## src/core/ubrt_map.svh

```systemverilog
`ifndef UBRT_MAP_SVH
`define UBRT_MAP_SVH

// Core clock in kHz (100 MHz)
`define UBRT_CLK_KHZ 100000
// Bit rate of the serial line
`define UBRT_BAUD 9600
// Half-bit alignment delay in microseconds
`define UBRT_HALF_BIT_US 52
// Latch clear delay in microseconds
`define UBRT_CLEAR_US 924
// Oscillator tap divide ratio (core cycles per oscillator tick)
`define UBRT_OSC_DIV 4
// Data bits per frame and bits per frame
`define UBRT_DATA_BITS 8
`define UBRT_FRAME_BITS 10
// Extra settle cycles before the frame ends
`define UBRT_END_PAD 3

`endif

```

## src/core/ubrt_pkg.sv

```systemverilog
package ubrt_pkg;

    // Receiver sequencing states, one-hot
    typedef enum logic [3:0] {
        UBRT_IDLE  = 4'b0001,
        UBRT_ALIGN = 4'b0010,
        UBRT_SHIFT = 4'b0100,
        UBRT_END   = 4'b1000
    } ubrt_state_e;

endpackage

```

## src/core/ubrt_receiver.sv

```systemverilog
// Notes on behaviour
// - Falling edge on line pulses and sets latch
// - Latch clears about nine bits after set
// - Shifter enabled only while frame end low
// - Latch high lets line shift into shifter
// - Latch delayed half a bit before clocking
// - Delayed latch gates oscillator into counter
// - Counter idle until start seen and enabled
// - Counter output shifts one bit per period
// - Byte presented in parallel after frame
`include "ubrt_map.svh"

module ubrt_receiver
    import ubrt_pkg::*;
#(
    parameter int CLK_KHZ = `UBRT_CLK_KHZ,
    parameter int BAUD = `UBRT_BAUD,
    parameter int HALF_BIT_US = `UBRT_HALF_BIT_US,
    parameter int CLEAR_US = `UBRT_CLEAR_US,
    parameter int OSC_DIV = `UBRT_OSC_DIV
) (
    input wire logic core_clk,
    input wire logic reset_n,
    input wire logic clk_en,
    input wire logic serial_in,
    output logic [7:0] data_out,
    output logic data_valid,
    input wire logic data_ready,
    output logic start_latch,
    output logic shifter_enable_n
);

    // Derived cycle counts; half-bit rounds up, clear delay rounds down
    localparam int HALF_CYC = (HALF_BIT_US * CLK_KHZ + 999) / 1000;
    localparam int CLEAR_CYC = (CLEAR_US * CLK_KHZ) / 1000;
    // Oscillator ticks per bit; quotient rounded to nearest
    localparam int BIT_TICKS = ((CLK_KHZ * 1000) / OSC_DIV + BAUD / 2) / BAUD;
    // Counter width; holds the longest span, the clear delay, up to about a million cycles
    localparam int CW = 20;

    // Complete register state of the receiver
    typedef struct packed {
        // Two-stage synchroniser for the asynchronous line
        logic sync1;
        logic sync2;
        // Line one cycle older than sync2, for the falling-edge compare
        logic line_d;
        // Frame latch, set by the start edge
        logic latch;
        // Cycles since the latch was set; clears it at the end of its span
        logic [CW-1:0] clear_cnt;
        // Half-bit alignment counter
        logic [CW-1:0] half_cnt;
        // Delayed latch: gates the oscillator tap into the bit counter
        logic half_done;
        // Free-running divider that makes the oscillator tap
        logic [3:0] osc_cnt;
        // Bit counter, advanced only by gated oscillator ticks
        logic [CW-1:0] bit_cnt;
        // Samples taken in this frame, start bit included
        logic [3:0] bits;
        // Shift register, filled from the top so the first bit ends at bit 0
        logic [7:0] shreg;
        // Frame-end level; high keeps the shifter disabled
        logic frame_end;
        // Settle cycles after the last data sample
        logic [1:0] pad;
        // Fill level of the two-entry output buffer
        logic [1:0] buf_cnt;
        // Head and tail entries of the buffer
        logic [7:0] buf0;
        logic [7:0] buf1;
        // Sequencing state
        ubrt_state_e state;
    } ubrt_state_s;

    ubrt_state_s cur;
    ubrt_state_s next_cur;

    // Terms shared by the next-state logic and the output buffer
    logic fall_pulse; // One-cycle pulse on a falling line edge
    logic osc_tap; // One core cycle in OSC_DIV
    logic gated_clk; // Oscillator tap passed only after the half-bit delay
    logic bit_tick; // One pulse per bit period
    logic frame_done; // Last settle cycle of a frame
    logic push; // Finished byte enters the buffer
    logic pop; // Head byte leaves the buffer

    // Edge, gating and buffer terms used by the next-state logic
    always_comb begin
        // Falling edge: the older copy still high, the newer one low
        fall_pulse = cur.line_d & ~cur.sync2;
        // Oscillator tap divides the core clock down
        osc_tap = (cur.osc_cnt == 4'(OSC_DIV - 1));
        // The delayed latch is the gate, so no tick comes before mid start bit
        gated_clk = cur.half_done & osc_tap;
        // Terminal count of the bit counter sets the bit rate
        bit_tick = gated_clk && (cur.bit_cnt == CW'(BIT_TICKS - 1));
        // Push on the last settle cycle if an entry is free; pop on ready
        frame_done = (cur.state == UBRT_END) && (cur.pad == 2'(`UBRT_END_PAD - 1));
        push = frame_done && (cur.buf_cnt != 2'd2);
        pop = (cur.buf_cnt != 2'd0) && data_ready;
    end

    // Next-state computation for every field
    always_comb begin
        next_cur = cur;
        // Every field holds unless a branch below moves it
        // Two flops before the line is looked at
        next_cur.sync1 = serial_in;
        next_cur.sync2 = cur.sync1;
        next_cur.line_d = cur.sync2;
        // Oscillator tap free-runs
        next_cur.osc_cnt = osc_tap ? 4'h0 : cur.osc_cnt + 4'h1;
        // Start latch set on falling edge, only when idle
        if (fall_pulse && !cur.latch && cur.state == UBRT_IDLE) begin
            next_cur.latch = 1'b1;
            next_cur.clear_cnt = '0;
            next_cur.half_cnt = '0;
            next_cur.state = UBRT_ALIGN;
        end
        // Latch clear timer runs while latch is high
        // Set and clear never meet: a set needs the latch low
        if (cur.latch) begin
            if (cur.clear_cnt == CW'(CLEAR_CYC - 1)) begin
                next_cur.latch = 1'b0;
            end else begin
                next_cur.clear_cnt = cur.clear_cnt + 1'b1;
            end
        end
        unique case (cur.state)
            UBRT_IDLE: begin
                // Gate closed and shifter disabled until a start edge
                next_cur.half_done = 1'b0;
                next_cur.frame_end = 1'b1;
            end
            UBRT_ALIGN: begin
                // Half-bit delay of the latch output
                if (cur.half_cnt == CW'(HALF_CYC - 1)) begin
                    next_cur.half_done = 1'b1;
                    // Preload so the first gated tick samples the start bit
                    next_cur.bit_cnt = CW'(BIT_TICKS - 1);
                    next_cur.bits = 4'h0;
                    next_cur.frame_end = 1'b0;
                    next_cur.state = UBRT_SHIFT;
                end else begin
                    // Still waiting out the half bit
                    next_cur.half_cnt = cur.half_cnt + 1'b1;
                end
            end
            UBRT_SHIFT: begin
                // Counter only advances on gated oscillator ticks
                if (gated_clk) begin
                    // Wraps at terminal count, so one tick per bit period
                    next_cur.bit_cnt = bit_tick ? '0 : cur.bit_cnt + 1'b1;
                end
                if (bit_tick) begin
                    // Start bit sample is discarded, data LSB first
                    if (cur.bits != 4'h0 && !cur.frame_end) begin
                        next_cur.shreg = {cur.sync2, cur.shreg[7:1]};
                    end
                    next_cur.bits = cur.bits + 4'h1;
                    // The ninth sample is the last data bit; go settle
                    if (cur.bits == 4'(`UBRT_DATA_BITS)) begin
                        next_cur.pad = '0;
                        next_cur.state = UBRT_END;
                    end
                end
            end
            UBRT_END: begin
                // Short settle so the last bit lands before shutting off
                if (frame_done) begin
                    next_cur.frame_end = 1'b1;
                    next_cur.half_done = 1'b0;
                    next_cur.state = UBRT_IDLE;
                    // Overflow drops the word only if both entries full;
                    // the older bytes win, so a stalled reader keeps its order
                    if (push) begin
                        // Head when empty or when the head leaves this cycle
                        if (cur.buf_cnt == 2'd0 || (cur.buf_cnt == 2'd1 && data_ready)) begin
                            next_cur.buf0 = cur.shreg;
                        end else begin
                            next_cur.buf1 = cur.shreg;
                        end
                    end
                end else begin
                    next_cur.pad = cur.pad + 2'd1;
                end
            end
            default: begin
                // Illegal one-hot code: fall back to idle
                next_cur.state = UBRT_IDLE;
            end
        endcase
        // Two-entry buffer: pop then push bookkeeping
        // A pop from a full buffer moves the tail up to the head
        if (pop && cur.buf_cnt == 2'd2) begin
            next_cur.buf0 = cur.buf1;
        end
        // Push and pop together leave the fill level as it was
        next_cur.buf_cnt = cur.buf_cnt + 2'(push) - 2'(pop);
    end

    // Single register stage, frozen while clock enable is low
    // Synchroniser resets to the idle line level, so no false edge follows reset
    always_ff @(posedge core_clk or negedge reset_n) begin
        if (!reset_n) begin
            cur <= '{sync1: 1'b1, sync2: 1'b1, line_d: 1'b1, frame_end: 1'b1,
                     state: UBRT_IDLE, default: '0};
        end else if (clk_en) begin
            cur <= next_cur;
        end
    end

    // Outputs from state
    // Byte from the head register; valid while the buffer holds anything
    assign data_out = cur.buf0;
    assign data_valid = (cur.buf_cnt != 2'd0);
    // Latch and frame-end levels leave straight from their flops
    assign start_latch = cur.latch;
    assign shifter_enable_n = cur.frame_end;

endmodule

```

## config.mk

```make
export PLATFORM = sky130hd
export DESIGN_NAME = ubrt_receiver
export DESIGN_NICKNAME = d
export VERILOG_FILES = /design/src/core/ubrt_pkg.sv /design/src/core/ubrt_receiver.sv
export VERILOG_INCLUDE_DIRS = /design/src /design/src/core
export SDC_FILE = /design/constraint.sdc
export NUM_CORES = 1
export LEC_CHECK = 0
export BUFFER_PORTS_ARGS = -buffer_cell sky130_fd_sc_hd__buf_2
export CORE_MARGIN = 2
export CORE_UTILIZATION = 40
export DETAILED_ROUTE_END_ITERATION = 10
export MAX_ROUTING_LAYER = met4
export PLACE_DENSITY_LB_ADDON = 0.15
export SYNTH_ARGS = -nofsm -noshare
export SYNTH_HDL_FRONTEND = slang
export SYNTH_SLANG_ARGS = --single-unit
```

## constraint.sdc

```tcl
create_clock -name core_clk -period 2.76 [get_ports core_clk]
set_clock_uncertainty 0.1 [all_clocks]
set_input_delay 0.138 -clock core_clk [delete_from_list [all_inputs] [get_ports core_clk]]
set_output_delay 0.138 -clock core_clk [all_outputs]
set_load 0.005 [all_outputs]
```

# [After elaboration in Yosys (flattened, before gate mapping)]
# Cells that the tools add are included.
[op_classes] bitwise=4 add_sub_neg=8 eq_ne=19 reduce_logical=29 mux=34
[ops] op="$mux W20" count=6
[ops] op="$add A20 B1 Y20 const B" count=3
[ops] op="$pmux W24 S2" count=1
[ops] op="$mux W41" count=1
[ops] op="$mux W16" count=2
[ops] op="$mux W8" count=4
[ops] op="$mux W24" count=1
[ops] op="$mux W21" count=1
[ops] op="$eq A20 B12 Y1 const B" count=1
[ops] op="$eq A20 B13 Y1 const B" count=1
[ops] op="$eq A20 B17 Y1 const B" count=1
[ops] op="$mux W4" count=5
[ops] op="$pmux W4 S4" count=1
[ops] op="$reduce_and A4 Y1" count=4
[ops] op="$reduce_and A5 Y1" count=3
[ops] op="$ne A2 B2 Y1 const B" count=7
[ops] op="$reduce_bool A2 Y1" count=7
[ops] op="$mux W12" count=1
[ops] op="$logic_and A1 B1 Y1" count=9
[ops] op="$add A4 B1 Y4 const B" count=2
[ops] op="$eq A4 B2 Y1 const B" count=2
[ops] op="$eq A4 B4 Y1 const B" count=2
[ops] op="$mux W2" count=3
[ops] op="$pmux W1 S3" count=2
[ops] op="16 further kinds" count=24
[totals] ff_bits=106

# [Longest topological paths before layout]
[depth] word_depth=8 depth_mapped=11

# [Worst setup path before layout]
# OpenSTA, ideal clock, no wires.
[synth_timing] kind="reg-to-reg" from="register cur[1] (netlist name)" to="register cur[21] (netlist name)" path_stages_with_launch=11 synth_period_minus_slack_ns=2.440 setup_ns=0.124 setup_slack_ns=0.320 required_ns=2.536 arrival_ns=2.216 cell_sequence="dfrtp_1 -> nor2_1 -> nand3_1 -> nor3_1 -> inv_1 -> ha_1 -> inv_1 -> ha_1 -> xor2_1 -> nand2_1 -> xnor2_1"
[synth_between] elab_chain_cells=5
[synth_rtl] item="from (decl)" line_no="ubrt_receiver.sv:77" source="ubrt_state_s cur;"
[synth_rtl] item="from (signal assigned)" line_no="ubrt_receiver.sv:208" source="cur <= '{sync1: 1'b1, sync2: 1'b1, line_d: 1'b1, frame_end: 1'b1,"
[synth_rtl] item="from (signal assigned)" line_no="ubrt_receiver.sv:211" source="cur <= next_cur;"
[synth_rtl] item="$eq A4 B4 Y1" line_no="ubrt_receiver.sv:100" source="frame_done = (cur.state == UBRT_END) && (cur.pad == 2'(`UBRT_END_PAD - 1));"
[synth_rtl] item="$logic_and A1 B1 Y1" line_no="ubrt_receiver.sv:100"
[synth_rtl] item="$logic_and A1 B1 Y1" line_no="ubrt_receiver.sv:101" source="push = frame_done && (cur.buf_cnt != 2'd2);"
[synth_rtl] item="$add A2 B1 Y2" line_no="ubrt_receiver.sv:201" source="next_cur.buf_cnt = cur.buf_cnt + 2'(push) - 2'(pop);"
[synth_rtl] item="$sub A2 B1 Y2" line_no="ubrt_receiver.sv:201"
# No other way between the ends.
# A chain may end at the register's enable or synchronous reset.

# [Worst setup path in the final report]
[layout_timing] from="register cur[37] (netlist name)" to="register cur[39] (netlist name)"
[layout_between] elab_chain_cells=5
[layout_rtl] item="branches (longest 2 deep; another with $add A20 B1 Y20)"
[layout_rtl] item="$mux W20 (*)" line_no="ubrt_receiver.sv:155" source="next_cur.bit_cnt = bit_tick ? '0 : cur.bit_cnt + 1'b1;"
[layout_rtl] item="$mux W20 (*)" line_no="ubrt_receiver.sv:153" source="if (gated_clk) begin"
[layout_rtl] item="$pmux W24 S2 (*)" line_no="ubrt_receiver.sv:131" source="unique case (cur.state)"
# Every way passes the cells marked *. The select of a mux whose other input is x is not followed.

==> impl_metrics.csv <==
group,metric,value,unit
clocking,clk_pin_slew,0.08,ns
synthesis,synthArstFlopShare,100,%
power,p_total,4060,uW
clocking,ctsHoldBuffers,2,
synthesis,syn_avg_cell_area,9.99,sq um
worst_setup_path,cp.buffers_inverters,0,
worst_setup_path,worst_setup_path_start_kind,"flop",
place,port_buffers,15,
worst_setup_path,critPathArrivalTime,2.62,ns
synthesis,synth.most_common_cell,"dfrtp_1",
worst_setup_path,crit_slowest_cell,"or4b_1",
grt,grt_overflow,0,
place,place_congestion,0.784,
synthesis,synth.ff_latch_count,106,
synthesis,syn-instance-count,583,
die,initial_core_util,40.5,%
synthesis,yosysWarningCount,0,
synthesis,ys.flop_type,"dfrtp_1",
synthesis,syn-num-nets,597,
cells_and_area,fillers,1348,
drt,drtAntennaViolNets,0,
die,core,14400,sq um
timing,max_freq,403,MHz
clocking,ctsResizeCount,0,
power,p_leak,0.00278,uW
timing,max_slew_margin,32.2,%
grt,grt_pass1_wl,22.1,mm
drt,drtIter0Drc,298,
timing,finalHoldViolCount,0,
die,die_x,125,um
synthesis,synthTopCellsByArea,"dfrtp_1, mux2_2, nand3_1",
drt,wl,12.8,mm
timing,rsz0062_at_grt,"no",
synthesis,yosysUniqueCellTypes,77,
clocking,ctsLongestPathBuffers,2,
place,placedCellCount,767,
die,rows,44,
timing,tightestPinTransition,1.00,ns
die,die_area,15500,sq um
die,io_pins,16,
grt,first_global_vias,4356,
timing,finalCriticalPeriod,2.48,ns
cells_and_area,synthToLayoutAreaGrowth,10.2,%
worst_setup_path,crit_path_max_incr_delay,0.55,ns
drt,vias,4564,
synthesis,yosysSeqAreaShare,45.6,%
hold_path,min_path_type,"input pin to flop",
worst_setup_path,cp_cell_sequence,"ha_1, or4b_1, nor3_4, a21oi_2, and2_0, a22o_1",
worst_setup_path,critPathCaptureType,"flop",
grt,antenna_found_initial,0,
drt,drcViolationCount,0,
place,dp_hpwl,8.98,mm
clocking,post_cts_buffers,0,
worst_setup_path,critical_path_required,2.90,ns
synthesis,synth_edf_count,0,
grt,grt_start_max_net_pins,54,
timing,setup_tns,0,ns
outcome,status,"finished, final reports clean",
job,maxCapViolations,0,
timing,timing.final.crit_share,89.8,%
clocking,clock_sinks,106,
worst_setup_path,crit_fanout,7,
worst_setup_path,timing_worst_setup_path_type,"flop to flop",
clocking,root_buffer,"clkbuf_16",
cells_and_area,finalNonFillerCells,785,
clocking,cts_buffers,9,
timing,slew_violations,0,
power,power_density,633,nW/um^2
timing,setup_violations,0,
drt,via_per_inst,5.81,
die,die_height,125,um
worst_setup_path,cp_top_family,"simple AND/OR/NAND/NOR gates",
drt,wire_per_inst,16.3,um
cells_and_area,diodes,0,
cells_and_area,drive_gt1_share,16.8,%
power,vdd_drop_max,387,uV
synthesis,synth_area,5820,sq um
synthesis,synth_top_area_share,43.4,%
cells_and_area,layout.nets,610,
clocking,cts_tree,"yes",
clocking,cts.htree.levels,3,
clocking,clock_latency,0.36,ns
cells_and_area,postLayoutCoreUtil,44.7,%
synthesis,yosys-top-cells-count,"dfrtp_1, nand2_1, nand3_1",
synthesis,yosysTopAreaCell,"dfrtp_1",
drt,dr.pass1.iters,5,
grt,grt_use_total,17.7,%
==> per-layer routing <==
| layer | GRT usage, % | share of wire (%) |
|---|---|---|
| met1 | 24.7 | 50 |
| met2 | 26.7 | 46 |
| met3 | 3.18 | 3.5 |
| met4 | 4.96 | 1.2 |
| met5 | - | 0 |
==> worst register-to-register path, cell delays in order, from the launching register on <==
cell     delay (ns)
dfrtp_1        0.41
ha_1           0.23
or4b_1         0.55
nor3_4         0.27
a21oi_2        0.15
and2_0         0.35
a22o_1         0.31
==> logic make-up after synthesis <==
| group | count (synthesis) | synth area share [%] |
|---|---|---|
| buf+inv | 59 | 4.55 |
| flops | 106 | 45.6 |
| mux | 42 | 7.84 |
| simple gates | 212 | 21.0 |
| fa+ha+maj | 9 | 1.93 |
| xor+xnor | 6 | 0.902 |
| compound gates | 149 | 18.2 |
==> stage by stage <==
| stage | hold WS, ns | worst slack, ns | area (sq um) |
|---|---|---|---|
| 6_report | 0.156 | 0.281 | 6420 |
| 5_1_grt | 0.189 | 0.135 | 6420 |
| 4_1_cts | 0.142 | 0.274 | 6420 |
| 3_5_place_dp | 0.134 | 0.295 | 6090 |
| 3_3_place_gp | 0.134 | 0.383 | 6090 |
| 2_1_floorplan | -0.258 | 0.320 | 5820 |
==> registers in the layout (all words and copies together), names as in the netlist <==
| name | flops |
|---|---|
| start_latch | 1 |
| shifter_enable_n | 1 |
| cur | 96 |
| data_out | 8 |
==> where the power goes <==
part	switching (uW)	leakage (uW)	internal [uW]
clock network	662	0.000150	650
registers	235	0.00139	1740
logic	432	0.00124	343
==> final cells by class <==
class	count	area [sq um]	share of cell area, %
inverters	31	116	1.81
well taps	184	230	3.59
flip-flops and latches	106	2660	41.4
repair buffers	30	208	3.24
clock inverters	7	78.8	1.23
clock buffers	9	225	3.51
multi-input cells	418	2900	45.2
==> final timing paths <==
kind / from / end / slack (ns) / depth (start not counted)
max: cur[37]$_DFFE_PN0P_ / cur[39]$_DFFE_PN0P_ / 0.28 / 6
min: clk_en / cur[23]$_DFFE_PN0P_ / 0.16 / 3
max reg2reg: cur[37]$_DFFE_PN0P_ / cur[39]$_DFFE_PN0P_ / 0.28 / 6
min reg2reg: cur[56]$_DFFE_PN0P_ / cur[56]$_DFFE_PN0P_ / 0.38 / 1
max in group asynchronous: reset_n / cur[77]$_DFFE_PN0P_ / 1.57 / 3
min in group asynchronous: reset_n / cur[98]$_DFFE_PN0P_ / 0.26 / 2
==> layout by cell type (no fill, tap or decap), types with 4 or more instances in the layout <==
master	netlist	layout
dfrtp_1	101	101
nand2_1	46	46
nand3_1	37	37
inv_1	31	31
mux2_2	29	29
o21ai_0	26	26
a21oi_1	23	23
nand4_1	20	20
nor2_1	18	18
nor3_1	14	14
buf_2	8	14
mux2i_1	13	13
buf_4	9	13
a31oi_1	12	12
a22o_1	12	12
o211ai_1	10	10
nand2b_1	10	10
or3_1	9	9
and3_1	9	9
o21a_1	9	9
a21o_1	9	9
ha_1	9	9
clkbuf_16	0	9
o2bb2ai_1	8	8
nor4_1	7	7
and2_1	5	5
dfstp_2	5	5
or2_2	4	4
o31ai_1	4	4
xnor2_1	4	4
o22ai_1	4	4
inv_8	0	4
Note: power is estimated with default switching activity, not from simulation.
